===== config.mk =====
export PLATFORM = sky130hd
export DESIGN_NAME = pip_port_integration
export DESIGN_NICKNAME = d
export VERILOG_FILES = /design/src/hw/pip_pin_filter.v /design/src/hw/pip_port_integration.v
export VERILOG_INCLUDE_DIRS = /design/src /design/src/hw
export SDC_FILE = /design/constraint.sdc
export NUM_CORES = 1
export LEC_CHECK = 0
export ABC_AREA = 1
export BUFFER_PORTS_ARGS = -buffer_cell sky130_fd_sc_hd__buf_2
export CAP_MARGIN = 20
export CORE_ASPECT_RATIO = 0.75
export CORE_MARGIN = 2
export CORE_UTILIZATION = 40
export DETAILED_ROUTE_END_ITERATION = 8
export SLEW_MARGIN = 5
export SYNTH_ARGS = -nofsm -noshare
export SYNTH_HDL_FRONTEND = slang
export SYNTH_SLANG_ARGS = --single-unit

===== constraint.sdc =====
create_clock -name clk -period 4 [get_ports clk]
set_input_delay 0.8 -clock clk [delete_from_list [all_inputs] [get_ports clk]]
set_output_delay 0.8 -clock clk [all_outputs]
set_load 0.005 [all_outputs]

===== src/hw/pip_consts.vh =====
`ifndef PIP_CONSTS_VH
`define PIP_CONSTS_VH
// register byte offsets on the plain register port
`define PIP_ADDR_W          8
`define PIP_OFS_HVI_CTRL    8'h00
`define PIP_OFS_HVI_DIG     8'h01
`define PIP_OFS_HVI_RATIO   8'h02
`define PIP_OFS_EXT_IRQ     8'h03
`define PIP_OFS_PORTP_IE    8'h04
`define PIP_OFS_PORTP_IF    8'h05
`define PIP_OFS_PORTP_POL   8'h06
`define PIP_OFS_PORTL_IE    8'h07
`define PIP_OFS_PORTL_IF    8'h08
`define PIP_OFS_PORTL_POL   8'h09
`define PIP_OFS_PORTAD_IE   8'h0A
`define PIP_OFS_PORTAD_IF   8'h0B
`define PIP_OFS_PORTAD_POL  8'h0C
`define PIP_OFS_MISC        8'h0D
`define PIP_OFS_PIN_STATE   8'h0E
// hvi analog control fields
`define PIP_HC_SEL_LO       0
`define PIP_HC_SEL_HI       1
`define PIP_HC_DIRECT       2
`define PIP_HC_BYPASS       3
`define PIP_HC_FORCE        4
`define PIP_HC_ENABLE       7
// ext irq control fields
`define PIP_EI_EDGE         6
`define PIP_EI_ENABLE       7
// port p bits
`define PIP_OC_BIT          7
`define PIP_SUPPLY_BIT      2
// misc control fields
`define PIP_MISC_OC_PWR     0
`define PIP_MISC_TRIG_REL   1
// widths and counts
`define PIP_NP              6
`define PIP_NL              4
`define PIP_NAD             6
`define PIP_NPINS           16
`define PIP_FILT_N          3'h4
`define PIP_RST_BYTE        8'h00
`endif


===== src/hw/pip_pin_filter.v =====
`timescale 1ns/1ps
`include "pip_consts.vh"
// glitch filter: four passive samples then four active samples give one edge
module pip_pin_filter (
    input  wire       clk,
    input  wire       rst,
    input  wire       sample_en,
    input  wire       pin,
    input  wire       active_high,
    output wire       edge_seen,
    output wire       count_low
);
    reg       phase_r;   // 0 gathering passive samples, 1 gathering active ones
    reg [2:0] cnt_r;
    wire      act = (pin == active_high);

    // any break in the pattern restarts sampling
    always @(posedge clk) begin
        if (rst) begin
            phase_r <= 1'b0;
            cnt_r   <= 3'h0;
        end else if (sample_en) begin
            if (!phase_r) begin
                if (act) begin
                    if (cnt_r == `PIP_FILT_N) begin
                        phase_r <= 1'b1;
                        cnt_r   <= 3'h1;
                    end else begin
                        cnt_r <= 3'h0;
                    end
                end else if (cnt_r != `PIP_FILT_N) begin
                    cnt_r <= cnt_r + 3'h1;
                end
            end else begin
                if (!act) begin
                    phase_r <= 1'b0;
                    cnt_r   <= 3'h1;
                end else if (cnt_r != `PIP_FILT_N) begin
                    cnt_r <= cnt_r + 3'h1;
                end else begin
                    phase_r <= 1'b0;  // edge taken, wait for passive again
                    cnt_r   <= 3'h0;
                end
            end
        end
    end

    assign edge_seen = sample_en && phase_r && act && (cnt_r == `PIP_FILT_N - 3'h1);
    assign count_low = (cnt_r <= `PIP_FILT_N);
endmodule


===== src/hw/pip_port_integration.v =====
// Chosen here: the strobed register port and the register offsets.
`timescale 1ns/1ps
`include "pip_consts.vh"
// What this block does
// - analog enable routes selected input to adc
// - per-pin divider ratio, or direct input bypass
// - direct mode: converter bypass bit steers path
// - run mode: analog pin buffer off, no irq
// - force bit reenables buffer unless direct input
// - stop: analog off, buffer follows digital enable
// - run: digital enable alone gives digital input
// - nonmaskable pin requests only after x cleared
// - maskable pin: enable and i clear, level/edge
// - clearing enable withdraws pending maskable request
// - both ext pins wake stop, unfiltered
// - three ports, per-pin enable, edge polarity
// - flag and enable raise irq and wake
// - four passive then four active samples
// - filters on bus clock, rc clock in stop
// - rc runs in stop while any pin enabled, unflagged
// - overcurrent sets flag, irq when enabled
// - flag holds supply pin low until cleared
// - adc triggers follow pwm 5-4 relocation
// - enabled external pwm drives trigger, else pin function
// - monitor needs power-up bit, off in stop
module pip_port_integration (
    input  wire                   clk,
    input  wire                   rst,
    input  wire [`PIP_ADDR_W-1:0] addr,
    input  wire [7:0]             wdata,
    input  wire                   wr,
    input  wire                   rd,
    output reg  [7:0]             rdata,
    input  wire                   stop_mode,
    input  wire                   rc_tick,
    input  wire                   cpu_x_mask,
    input  wire                   cpu_i_mask,
    input  wire                   nonmaskable_irq_pin_n,
    input  wire                   ext_irq_pin_n,
    input  wire [`PIP_NP-1:0]     portp_pin,
    input  wire [`PIP_NL-1:0]     portl_pin,
    input  wire [`PIP_NAD-1:0]    portad_pin,
    input  wire                   overcurrent_detect,
    input  wire                   supply_pin_output_value,
    input  wire [1:0]             pwm_enable,
    input  wire [1:0]             pwm_internal,
    input  wire [1:0]             pwm_out,
    input  wire [1:0]             trig_pin_main,
    input  wire [1:0]             trig_pin_alt,
    output wire                   hvi_analog_on,
    output wire [1:0]             hvi_pin_select,
    output wire                   hvi_ratio_high,
    output wire                   hvi_direct_input,
    output wire                   hvi_converter_bypass,
    output wire [`PIP_NL-1:0]     hvi_buffer_enable,
    output wire                   nonmaskable_irq_req,
    output wire                   ext_irq_req,
    output wire                   portp_irq,
    output wire                   portl_irq,
    output wire                   portad_irq,
    output wire                   overcurrent_irq,
    output wire                   stop_wakeup,
    output wire                   rc_osc_run,
    output wire                   supply_output_pin,
    output wire                   overcurrent_monitor_on,
    output wire [1:0]             adc_external_trigger
);
    reg  [7:0]              hvi_analog_control_r;
    reg  [`PIP_NL-1:0]      hvi_digital_enable_r;
    reg  [`PIP_NL-1:0]      hvi_divider_ratio_select_r;
    reg  [7:0]              ext_irq_control_r;
    reg  [7:0]              portp_irq_enable_r;
    reg  [7:0]              portp_irq_flag_r;
    reg  [`PIP_NP-1:0]      portp_pol_r;
    reg  [`PIP_NL-1:0]      portl_irq_enable_r;
    reg  [`PIP_NL-1:0]      portl_irq_flag_r;
    reg  [`PIP_NL-1:0]      portl_pol_r;
    reg  [`PIP_NAD-1:0]     portad_irq_enable_r;
    reg  [`PIP_NAD-1:0]     portad_irq_flag_r;
    reg  [`PIP_NAD-1:0]     portad_pol_r;
    reg  [7:0]              port_misc_control_r;
    reg                     ext_pin_d_r;
    reg                     ext_edge_pend_r;
    reg  [7:0]              rdata_nxt;

    wire                    analog_en = hvi_analog_control_r[`PIP_HC_ENABLE];
    wire                    direct    = hvi_analog_control_r[`PIP_HC_DIRECT];
    wire [1:0]              sel       = hvi_analog_control_r[`PIP_HC_SEL_HI:`PIP_HC_SEL_LO];
    wire                    wr_hit_p  = wr && (addr == `PIP_OFS_PORTP_IF);
    wire                    wr_hit_l  = wr && (addr == `PIP_OFS_PORTL_IF);
    wire                    wr_hit_ad = wr && (addr == `PIP_OFS_PORTAD_IF);

    // analog path controls; in stop the analog input is always off
    assign hvi_analog_on        = analog_en && !stop_mode;
    assign hvi_pin_select       = sel;
    assign hvi_ratio_high       = hvi_divider_ratio_select_r[sel];
    assign hvi_direct_input     = direct;
    assign hvi_converter_bypass = direct && hvi_analog_control_r[`PIP_HC_BYPASS];

    // digital input buffer per hvi pin
    genvar g;
    generate
        for (g = 0; g < `PIP_NL; g = g + 1) begin : hbuf
            wire is_sel = analog_en && (sel == g);
            wire forced = hvi_analog_control_r[`PIP_HC_FORCE] && !direct;
            assign hvi_buffer_enable[g] = stop_mode ? hvi_digital_enable_r[g] :
                (is_sel ? forced : hvi_digital_enable_r[g]);
        end
    endgenerate

    // filters share one sampling enable: every bus clock in run/wait, rc ticks in stop
    wire                    samp_en = stop_mode ? rc_tick : 1'b1;
    wire [`PIP_NPINS-1:0]   pins    = {portad_pin, portl_pin & hvi_buffer_enable, portp_pin};
    wire [`PIP_NPINS-1:0]   pol     = {portad_pol_r, portl_pol_r, portp_pol_r};
    wire [`PIP_NPINS-1:0]   edges;
    wire [`PIP_NPINS-1:0]   cnt_low;
    generate
        for (g = 0; g < `PIP_NPINS; g = g + 1) begin : filt
            pip_pin_filter u_filt (
                .clk         (clk),
                .rst         (rst),
                .sample_en   (samp_en),
                .pin         (pins[g]),
                .active_high (pol[g]),
                .edge_seen   (edges[g]),
                .count_low   (cnt_low[g])
            );
        end
    endgenerate

    wire [`PIP_NP-1:0]  ev_p  = edges[`PIP_NP-1:0];
    wire [`PIP_NL-1:0]  ev_l  = edges[`PIP_NP+`PIP_NL-1:`PIP_NP] & hvi_buffer_enable;
    wire [`PIP_NAD-1:0] ev_ad = edges[`PIP_NPINS-1:`PIP_NP+`PIP_NL];
    wire [`PIP_NPINS-1:0] en_all = {portad_irq_enable_r, portl_irq_enable_r,
                                    portp_irq_enable_r[`PIP_NP-1:0]};
    wire [`PIP_NPINS-1:0] fl_all = {portad_irq_flag_r, portl_irq_flag_r,
                                    portp_irq_flag_r[`PIP_NP-1:0]};
    assign rc_osc_run = stop_mode && |(cnt_low & en_all & ~fl_all);

    // overcurrent monitor only in run mode with power-up bit, only while driven high
    assign overcurrent_monitor_on = port_misc_control_r[`PIP_MISC_OC_PWR] && !stop_mode;
    wire oc_event = overcurrent_monitor_on && supply_pin_output_value
                    && overcurrent_detect;
    wire oc_flag  = portp_irq_flag_r[`PIP_OC_BIT];
    assign supply_output_pin = supply_pin_output_value && !oc_flag;

    // pin irq per port, one vector each
    assign portp_irq  = |(portp_irq_flag_r[`PIP_NP-1:0] & portp_irq_enable_r[`PIP_NP-1:0]);
    assign portl_irq  = |(portl_irq_flag_r & portl_irq_enable_r);
    assign portad_irq = |(portad_irq_flag_r & portad_irq_enable_r);
    assign overcurrent_irq = oc_flag && portp_irq_enable_r[`PIP_OC_BIT];

    // external pins: nonmaskable gated only by the cpu x bit, maskable by enable and i bit
    assign nonmaskable_irq_req = !nonmaskable_irq_pin_n && !cpu_x_mask;
    wire ext_enable = ext_irq_control_r[`PIP_EI_ENABLE];
    wire ext_active = ext_irq_control_r[`PIP_EI_EDGE] ? ext_edge_pend_r : !ext_irq_pin_n;
    assign ext_irq_req = ext_enable && ext_active && !cpu_i_mask;
    // no filter on these, so a stop wakeup is immediate
    assign stop_wakeup = stop_mode && ((!nonmaskable_irq_pin_n && !cpu_x_mask)
                         || (ext_enable && !ext_irq_pin_n)
                         || portp_irq || portl_irq || portad_irq);

    // adc triggers follow pwm 5-4 to main or relocated pin
    wire [1:0] trig_pin = port_misc_control_r[`PIP_MISC_TRIG_REL] ? trig_pin_alt
                                                                     : trig_pin_main;
    assign adc_external_trigger = (pwm_enable & ~pwm_internal & pwm_out)
                                | (~(pwm_enable & ~pwm_internal) & trig_pin);

    // falling edge latch for the maskable pin; disabling withdraws it
    always @(posedge clk) begin
        if (rst) begin
            ext_pin_d_r     <= 1'b1;
            ext_edge_pend_r <= 1'b0;
        end else begin
            ext_pin_d_r <= ext_irq_pin_n;
            if (ext_pin_d_r && !ext_irq_pin_n && ext_enable)
                ext_edge_pend_r <= 1'b1;
            else if (!ext_enable || !cpu_i_mask)
                ext_edge_pend_r <= 1'b0;  // taken when cpu unmasked
        end
    end

    // register writes; hardware set wins over write-one-to-clear
    always @(posedge clk) begin
        if (rst) begin
            hvi_analog_control_r       <= `PIP_RST_BYTE;
            hvi_digital_enable_r       <= {`PIP_NL{1'b0}};
            hvi_divider_ratio_select_r <= {`PIP_NL{1'b0}};
            ext_irq_control_r          <= `PIP_RST_BYTE;
            portp_irq_enable_r         <= `PIP_RST_BYTE;
            portp_irq_flag_r           <= `PIP_RST_BYTE;
            portp_pol_r                <= {`PIP_NP{1'b0}};
            portl_irq_enable_r         <= {`PIP_NL{1'b0}};
            portl_irq_flag_r           <= {`PIP_NL{1'b0}};
            portl_pol_r                <= {`PIP_NL{1'b0}};
            portad_irq_enable_r        <= {`PIP_NAD{1'b0}};
            portad_irq_flag_r          <= {`PIP_NAD{1'b0}};
            portad_pol_r               <= {`PIP_NAD{1'b0}};
            port_misc_control_r        <= `PIP_RST_BYTE;
        end else begin
            if (wr) begin
                case (addr)
                    `PIP_OFS_HVI_CTRL:   hvi_analog_control_r <= wdata;
                    `PIP_OFS_HVI_DIG:    hvi_digital_enable_r <= wdata[`PIP_NL-1:0];
                    `PIP_OFS_HVI_RATIO:  hvi_divider_ratio_select_r <= wdata[`PIP_NL-1:0];
                    `PIP_OFS_EXT_IRQ:    ext_irq_control_r <= wdata;
                    `PIP_OFS_PORTP_IE:   portp_irq_enable_r <= wdata;
                    `PIP_OFS_PORTP_POL:  portp_pol_r <= wdata[`PIP_NP-1:0];
                    `PIP_OFS_PORTL_IE:   portl_irq_enable_r <= wdata[`PIP_NL-1:0];
                    `PIP_OFS_PORTL_POL:  portl_pol_r <= wdata[`PIP_NL-1:0];
                    `PIP_OFS_PORTAD_IE:  portad_irq_enable_r <= wdata[`PIP_NAD-1:0];
                    `PIP_OFS_PORTAD_POL: portad_pol_r <= wdata[`PIP_NAD-1:0];
                    `PIP_OFS_MISC:       port_misc_control_r <= wdata;
                    default: ;
                endcase
            end
            // flags: edges latch regardless of enable, so usable for outputs too
            portp_irq_flag_r <= (portp_irq_flag_r & ~(wr_hit_p ? wdata : `PIP_RST_BYTE))
                              | {oc_event, 1'b0, ev_p};
            portl_irq_flag_r <= (portl_irq_flag_r & ~(wr_hit_l ? wdata[`PIP_NL-1:0]
                                : {`PIP_NL{1'b0}})) | ev_l;
            portad_irq_flag_r <= (portad_irq_flag_r & ~(wr_hit_ad ? wdata[`PIP_NAD-1:0]
                                 : {`PIP_NAD{1'b0}})) | ev_ad;
        end
    end

    // read mux; unmapped addresses read zero
    always @* begin
        rdata_nxt = `PIP_RST_BYTE;
        case (addr)
            `PIP_OFS_HVI_CTRL:   rdata_nxt = hvi_analog_control_r;
            `PIP_OFS_HVI_DIG:    rdata_nxt = {4'h0, hvi_digital_enable_r};
            `PIP_OFS_HVI_RATIO:  rdata_nxt = {4'h0, hvi_divider_ratio_select_r};
            `PIP_OFS_EXT_IRQ:    rdata_nxt = ext_irq_control_r;
            `PIP_OFS_PORTP_IE:   rdata_nxt = portp_irq_enable_r;
            `PIP_OFS_PORTP_IF:   rdata_nxt = portp_irq_flag_r;
            `PIP_OFS_PORTP_POL:  rdata_nxt = {2'h0, portp_pol_r};
            `PIP_OFS_PORTL_IE:   rdata_nxt = {4'h0, portl_irq_enable_r};
            `PIP_OFS_PORTL_IF:   rdata_nxt = {4'h0, portl_irq_flag_r};
            `PIP_OFS_PORTL_POL:  rdata_nxt = {4'h0, portl_pol_r};
            `PIP_OFS_PORTAD_IE:  rdata_nxt = {2'h0, portad_irq_enable_r};
            `PIP_OFS_PORTAD_IF:  rdata_nxt = {2'h0, portad_irq_flag_r};
            `PIP_OFS_PORTAD_POL: rdata_nxt = {2'h0, portad_pol_r};
            `PIP_OFS_MISC:       rdata_nxt = port_misc_control_r;
            `PIP_OFS_PIN_STATE:  rdata_nxt = {4'h0, portl_pin & hvi_buffer_enable};
            default:             rdata_nxt = `PIP_RST_BYTE;
        endcase
    end

    // read data stand one cycle after the strobe, zero otherwise
    always @(posedge clk) begin
        if (rst)
            rdata <= `PIP_RST_BYTE;
        else
            rdata <= rd ? rdata_nxt : `PIP_RST_BYTE;
    end
endmodule


* Word level (Yosys, flattened, before mapping)
Index checks and enable logic that the tools add are counted.
Cells by class: add/subtract/negate cells 16, order comparisons 17, equal/unequal tests 81, muxes and demuxes 195, bitwise operators 24, reductions and logical operators 135
Operators with widths (count):
- $mux 3 | 80
- $pmux 8 s15 | 1
- $mux 1 | 109
- $logic_and 1x1->1 | 71
- $eq 8x4->1 const B | 7
- $reduce_and 2->1 | 27
- $add 3x1->3 const B | 16
- $eq 3x2->1 const B | 16
- $eq 3x3->1 const B | 16
- $le 3x3->1 const B | 16
- $ne 3x3->1 const B | 16
- $reduce_bool 3->1 | 16
- $and 16x16->16 | 2
- $eq 8x3->1 const B | 4
- $and 6x6->6 | 3
- $and 4x4->4 | 4
- $eq 1x1->1 | 16
- $eq 8x2->1 const B | 2
- $not 16->16 | 1
- $reduce_or 16->1 | 1
- $reduce_or 6->1 | 2
- $and 8x8->8 | 1
- $eq 8x1->1 const B | 1
- $logic_not 1->1 | 8
- 24 further kinds | 32
Word-level totals: flip-flop bits (word level) 158, input bits 54, logic and storage cells 517

* Logic depth before layout (Yosys ltp)
word-level depth 10, gate-level depth with buffers 13, gate-level depth less buffers 13

* Cells and area by module
A second synthesis with hierarchy kept.
Unflattened totals: cells, all modules 1658, area total of the unflattened synthesis 10618.9 um^2
By module, submodules not included:
- pip_port_integration | times used 1, cells each 703, area an instance 4808.4 um^2, sequential area each 1881.8 um^2
- pip_pin_filter at filt[1].u_filt ... | times used 9, cells each 61, area an instance 356.6 um^2, sequential area each 80.1 um^2
- pip_pin_filter at filt[0].u_filt ... | times used 7, cells each 58, area an instance 371.6 um^2, sequential area each 80.1 um^2

* Worst setup path after synthesis
OpenSTA, ideal clock, no wires.
path kind input port to output port, from input stop_mode, to output hvi_buffer_enable[1], arrival 1.236 ns, data required time 3.200 ns, path slack 1.964 ns, stages on the path 4, path buffers 0, cell sequence nor2_8 nand3_1 nand2_1 inv_1
Between the ends: cells in the longest elaborated chain, start to end 1
RTL lines:
- start: declaration | RTL line pip_port_integration.v:34 | input wire stop_mode,
- $mux 1 | RTL line pip_port_integration.v:106 | assign hvi_buffer_enable[g] = stop_mode ? hvi_digital_enable_r[g] :
- end: declaration | RTL line pip_port_integration.v:55 | output wire [`PIP_NL-1:0] hvi_buffer_enable,
Every way passes these cells.

* Worst setup path in the final report
from register filt[7].u_filt.cnt_r[0], to output rc_osc_run
Between the ends: cells in the longest elaborated chain, start to end 5
RTL lines:
- start: declaration | RTL line pip_pin_filter.v:14 | reg [2:0] cnt_r;
- start signal: assignment | RTL line pip_pin_filter.v:32 | cnt_r <= cnt_r + 3'h1;
- start signal: assignment | RTL line pip_pin_filter.v:39 | cnt_r <= cnt_r + 3'h1;
- $le 3x3->1 (no line)
- $and 16x16->16 (2 in a row) | RTL line pip_port_integration.v:138 | assign rc_osc_run = stop_mode && |(cnt_low & en_all & ~fl_all);
- $reduce_or 16->1 | RTL line pip_port_integration.v:138
- $logic_and 1x1->1 | RTL line pip_port_integration.v:138
- end: declaration | RTL line pip_port_integration.v:63 | output wire rc_osc_run,
Every way passes these cells.

==> impl_metrics.ini <==
[status]
status = complete, no violations

[route]
drcViolationCount = 0
drtIter0Drc = 918
wirelength_um = 26800
ant_nets = 0
viasPerCell = 5.22
vias = 8795
wl_per_cell_um = 15.9
drt-pass1-iter-count = 6

[clock_tree]
clock_latency_ns = 0.44
ctsResizeCount = 0
cts_buffers = 17
cts_setup_buffers = 0
cts_sinks = 158
cts_root_buffer = clkbuf_16
cts_buffer_depth = 2
h-tree-depth = 4
clk_transition_reported_paths_ns = 0.07
cts_hold_buffers = 0
tritoncts = built

[logic_synthesis]
yosys-top-cells-count = nand2_1, inv_1, dfxtp_1
yosys-top-cells-area = dfxtp_1, nand2_1, a21oi_1
yosysMostFrequentCell = nand2_1
synth.net_count = 1409
ys_types = 48
syn_avg_cell_area_sq_um = 6.90
netlist_area_sq_um = 9020
netlist_instances = 1307
yosys.area.top_type = dfxtp_1
synthArstFlopShare_pct = 0
ys.flop_type = dfxtp_1
synth_edf_count = 0
ys_seq_elements = 158
yosys_warnings = 0
seq_area_frac_synth_pct = 35.1
yosysTopAreaCellShare_pct = 35.1

[cells_and_area]
fillCellCount = 2249
area_delta_synth_final_pct = 14.4
seqCellArea_sq_um = 3160
multi_input_area_sq_um = 5000
finalInstanceArea_sq_um = 10300
drive_above_1_share_pct = 15.5
antennaDiodeCount = 0
nets = 1480

[worst_setup_path]
critical_path_class = flop to output port
r2r_cells = 11
slowest_stage = dfxtp_1
cp.required_ns = 3.20
cp_max_fo = 4
crit_chain = inv_1, ha_1, o211ai_1, o21ai_0, nor4_1, a21oi_1, buf_2
end_kind = output port
crit_path_max_incr_delay_ns = 0.38
arrival_ns = 2.32
start_kind = flop

[floorplanning]
ios = 84
dieArea_sq_um = 23800
row_count = 47
start_util_pct = 40.8
die_h_um = 134
die_w_um = 177
coreArea_sq_um = 22100

[global_route]
antenna_found_initial = 0
track_usage_pct = 22.8
gr-total-overflow = 0
grt_pass1_vias = 7728
grt_pass1_wl_um = 42000
grt_max_degree = 77

[power_and_ir_drop]
pwr-share-seq_pct = 42.7
p_switching_uw = 979
p_per_area_nw_per_um2 = 370
power.leakage_nw = 4.42
swShare_pct = 25.7
comb_power_share_pct = 9.0
ir_worst_vdd_uv = 274
p_int_mw = 2.84
pwr-share-clk_pct = 48.3

[worst_hold_path]
hp-class = flop to flop
worstHoldPathCells = 2

[timing]
finalCritPeriodShare_pct = 78.1
rsz0062_at_grt = false
period_minus_slack_ns = 3.12
finalHoldViolCount = 0
timing.slew.headroom_pct = 32.4
skew_ns = 0.00581
max_freq_ghz = 0.320
finalMaxSlewViolations = 0
worst_slew_pin_slew_ns = 1.01
final-setup-viol-count = 0
fin_setup_tns_ns = 0

[run]
maxCapViolCount = 0

[placement]
gp_congestion = 0.910
placed_cell_area_sq_um = 9660
place_hpwl_um = 19800
port_buffers = 83
final timing paths:
kind,startpoint,end,slack (ns)
hold / removal,port_misc_control_r[7],port_misc_control_r[7],0.46
setup / recovery,filt[7].u_filt.cnt_r[0],rc_osc_run,0.88
setup reg to reg,hvi_analog_control_r[2],filt[6].u_filt.cnt_r[0],2.28
hold reg to reg,port_misc_control_r[7],port_misc_control_r[7],0.46
cell families (layout without fill, tap and decap cells):
group	count (synthesis)	count (layout)	synth area share [%]
AOI/OAI and AO/OA	329	329	20.3
and+or+nand+nor	553	553	28.3
adders and majority gates	48	48	6.66
xor gates and xnor gates	1	1	0.0971
DFF	158	158	35.1
buffers and inverters	218	302	9.53
state kept, by name (all words and copies together), names as in the netlist, 6 cells and up:
signal                flops
filt.u_filt.cnt_r        48
filt.u_filt.phase_r      16
ext_irq_control_r         8
hvi_analog_control_r      8
port_misc_control_r       8
portp_irq_enable_r        8
portp_irq_flag_r          8
rdata                     8
portad_irq_enable_r       6
portad_irq_flag_r         6
portad_pol_r              6
portp_pol_r               6
placed cells by master, fill, tap and decap left out, types with 6 or more instances in the layout:
cell type  netlist  routed
a21oi_1        147     147
nand3_1         78      78
clkbuf_16        0      17
nand2_2         16      16
o211ai_1        13      13
nor3_1          11      11
or2_2           14      14
a211oi_1         6       6
nand4_1         11      11
o2111ai_1       10      10
ha_1            48      48
nand2_1        306     306
dfxtp_1        158     158
a31oi_1          7       7
o21ai_1         40      40
nor2_2          11      11
nand2_4          7       7
o21ai_0         83      83
inv_2           15      16
inv_1          165     164
buf_2            9      83
nor2_4           9       9
nor2_1          73      73
worst max-delay path, delay by kind of cell, from the launching register on:
kind                     cells  cell delay, ns
flip-flops                   1            0.38
AO/OA/AOI/OAI                3            0.68
buffers and inverters        2            0.24
AND/OR/NAND/NOR              1            0.34
adder cells (fa/ha/maj)      1            0.24
layout make-up:
| class | instances | share of cell area [%] |
|---|---|---|
| inverter | 183 | 6.66 |
| clock inverter | 15 | 2.27 |
| timing repair buffer | 87 | 4.32 |
| sequential | 158 | 30.7 |
| tap | 294 | 3.56 |
| multi-input combinational | 931 | 48.4 |
| clock buffer | 17 | 4.12 |
power groups by stage:
stage               clock network (mW)  logic (mW)  registers, mW
floorplan                            0       0.225           1.66
global placement                     0       0.336           1.66
detailed placement                   0       0.340           1.66
CTS                               1.87       0.342           1.63
global route                      1.93       0.388           1.63
finish                            1.84       0.343           1.63
per-stage QoR:
step	setup WS (ns)	instances	power [mW]	hold slack, ns	utilization (%)
global placement	1.44	1653	2.00	0.449	43.7
detailed placement	1.39	1653	2.00	0.452	43.7
global route	0.780	1685	3.95	0.490	46.7
floorplan	1.96	1307	1.88	0.441	-
finish	0.877	1685	3.81	0.463	46.7
CTS	0.910	1685	3.84	0.464	46.7
layer usage:
layer	GRT usage, %	part of all wire, %
met1	35.1	50
met4	6.92	1.7
met5	0	0
met2	31.7	39
met3	4.22	9.3
(Power assumes the default switching activity.)
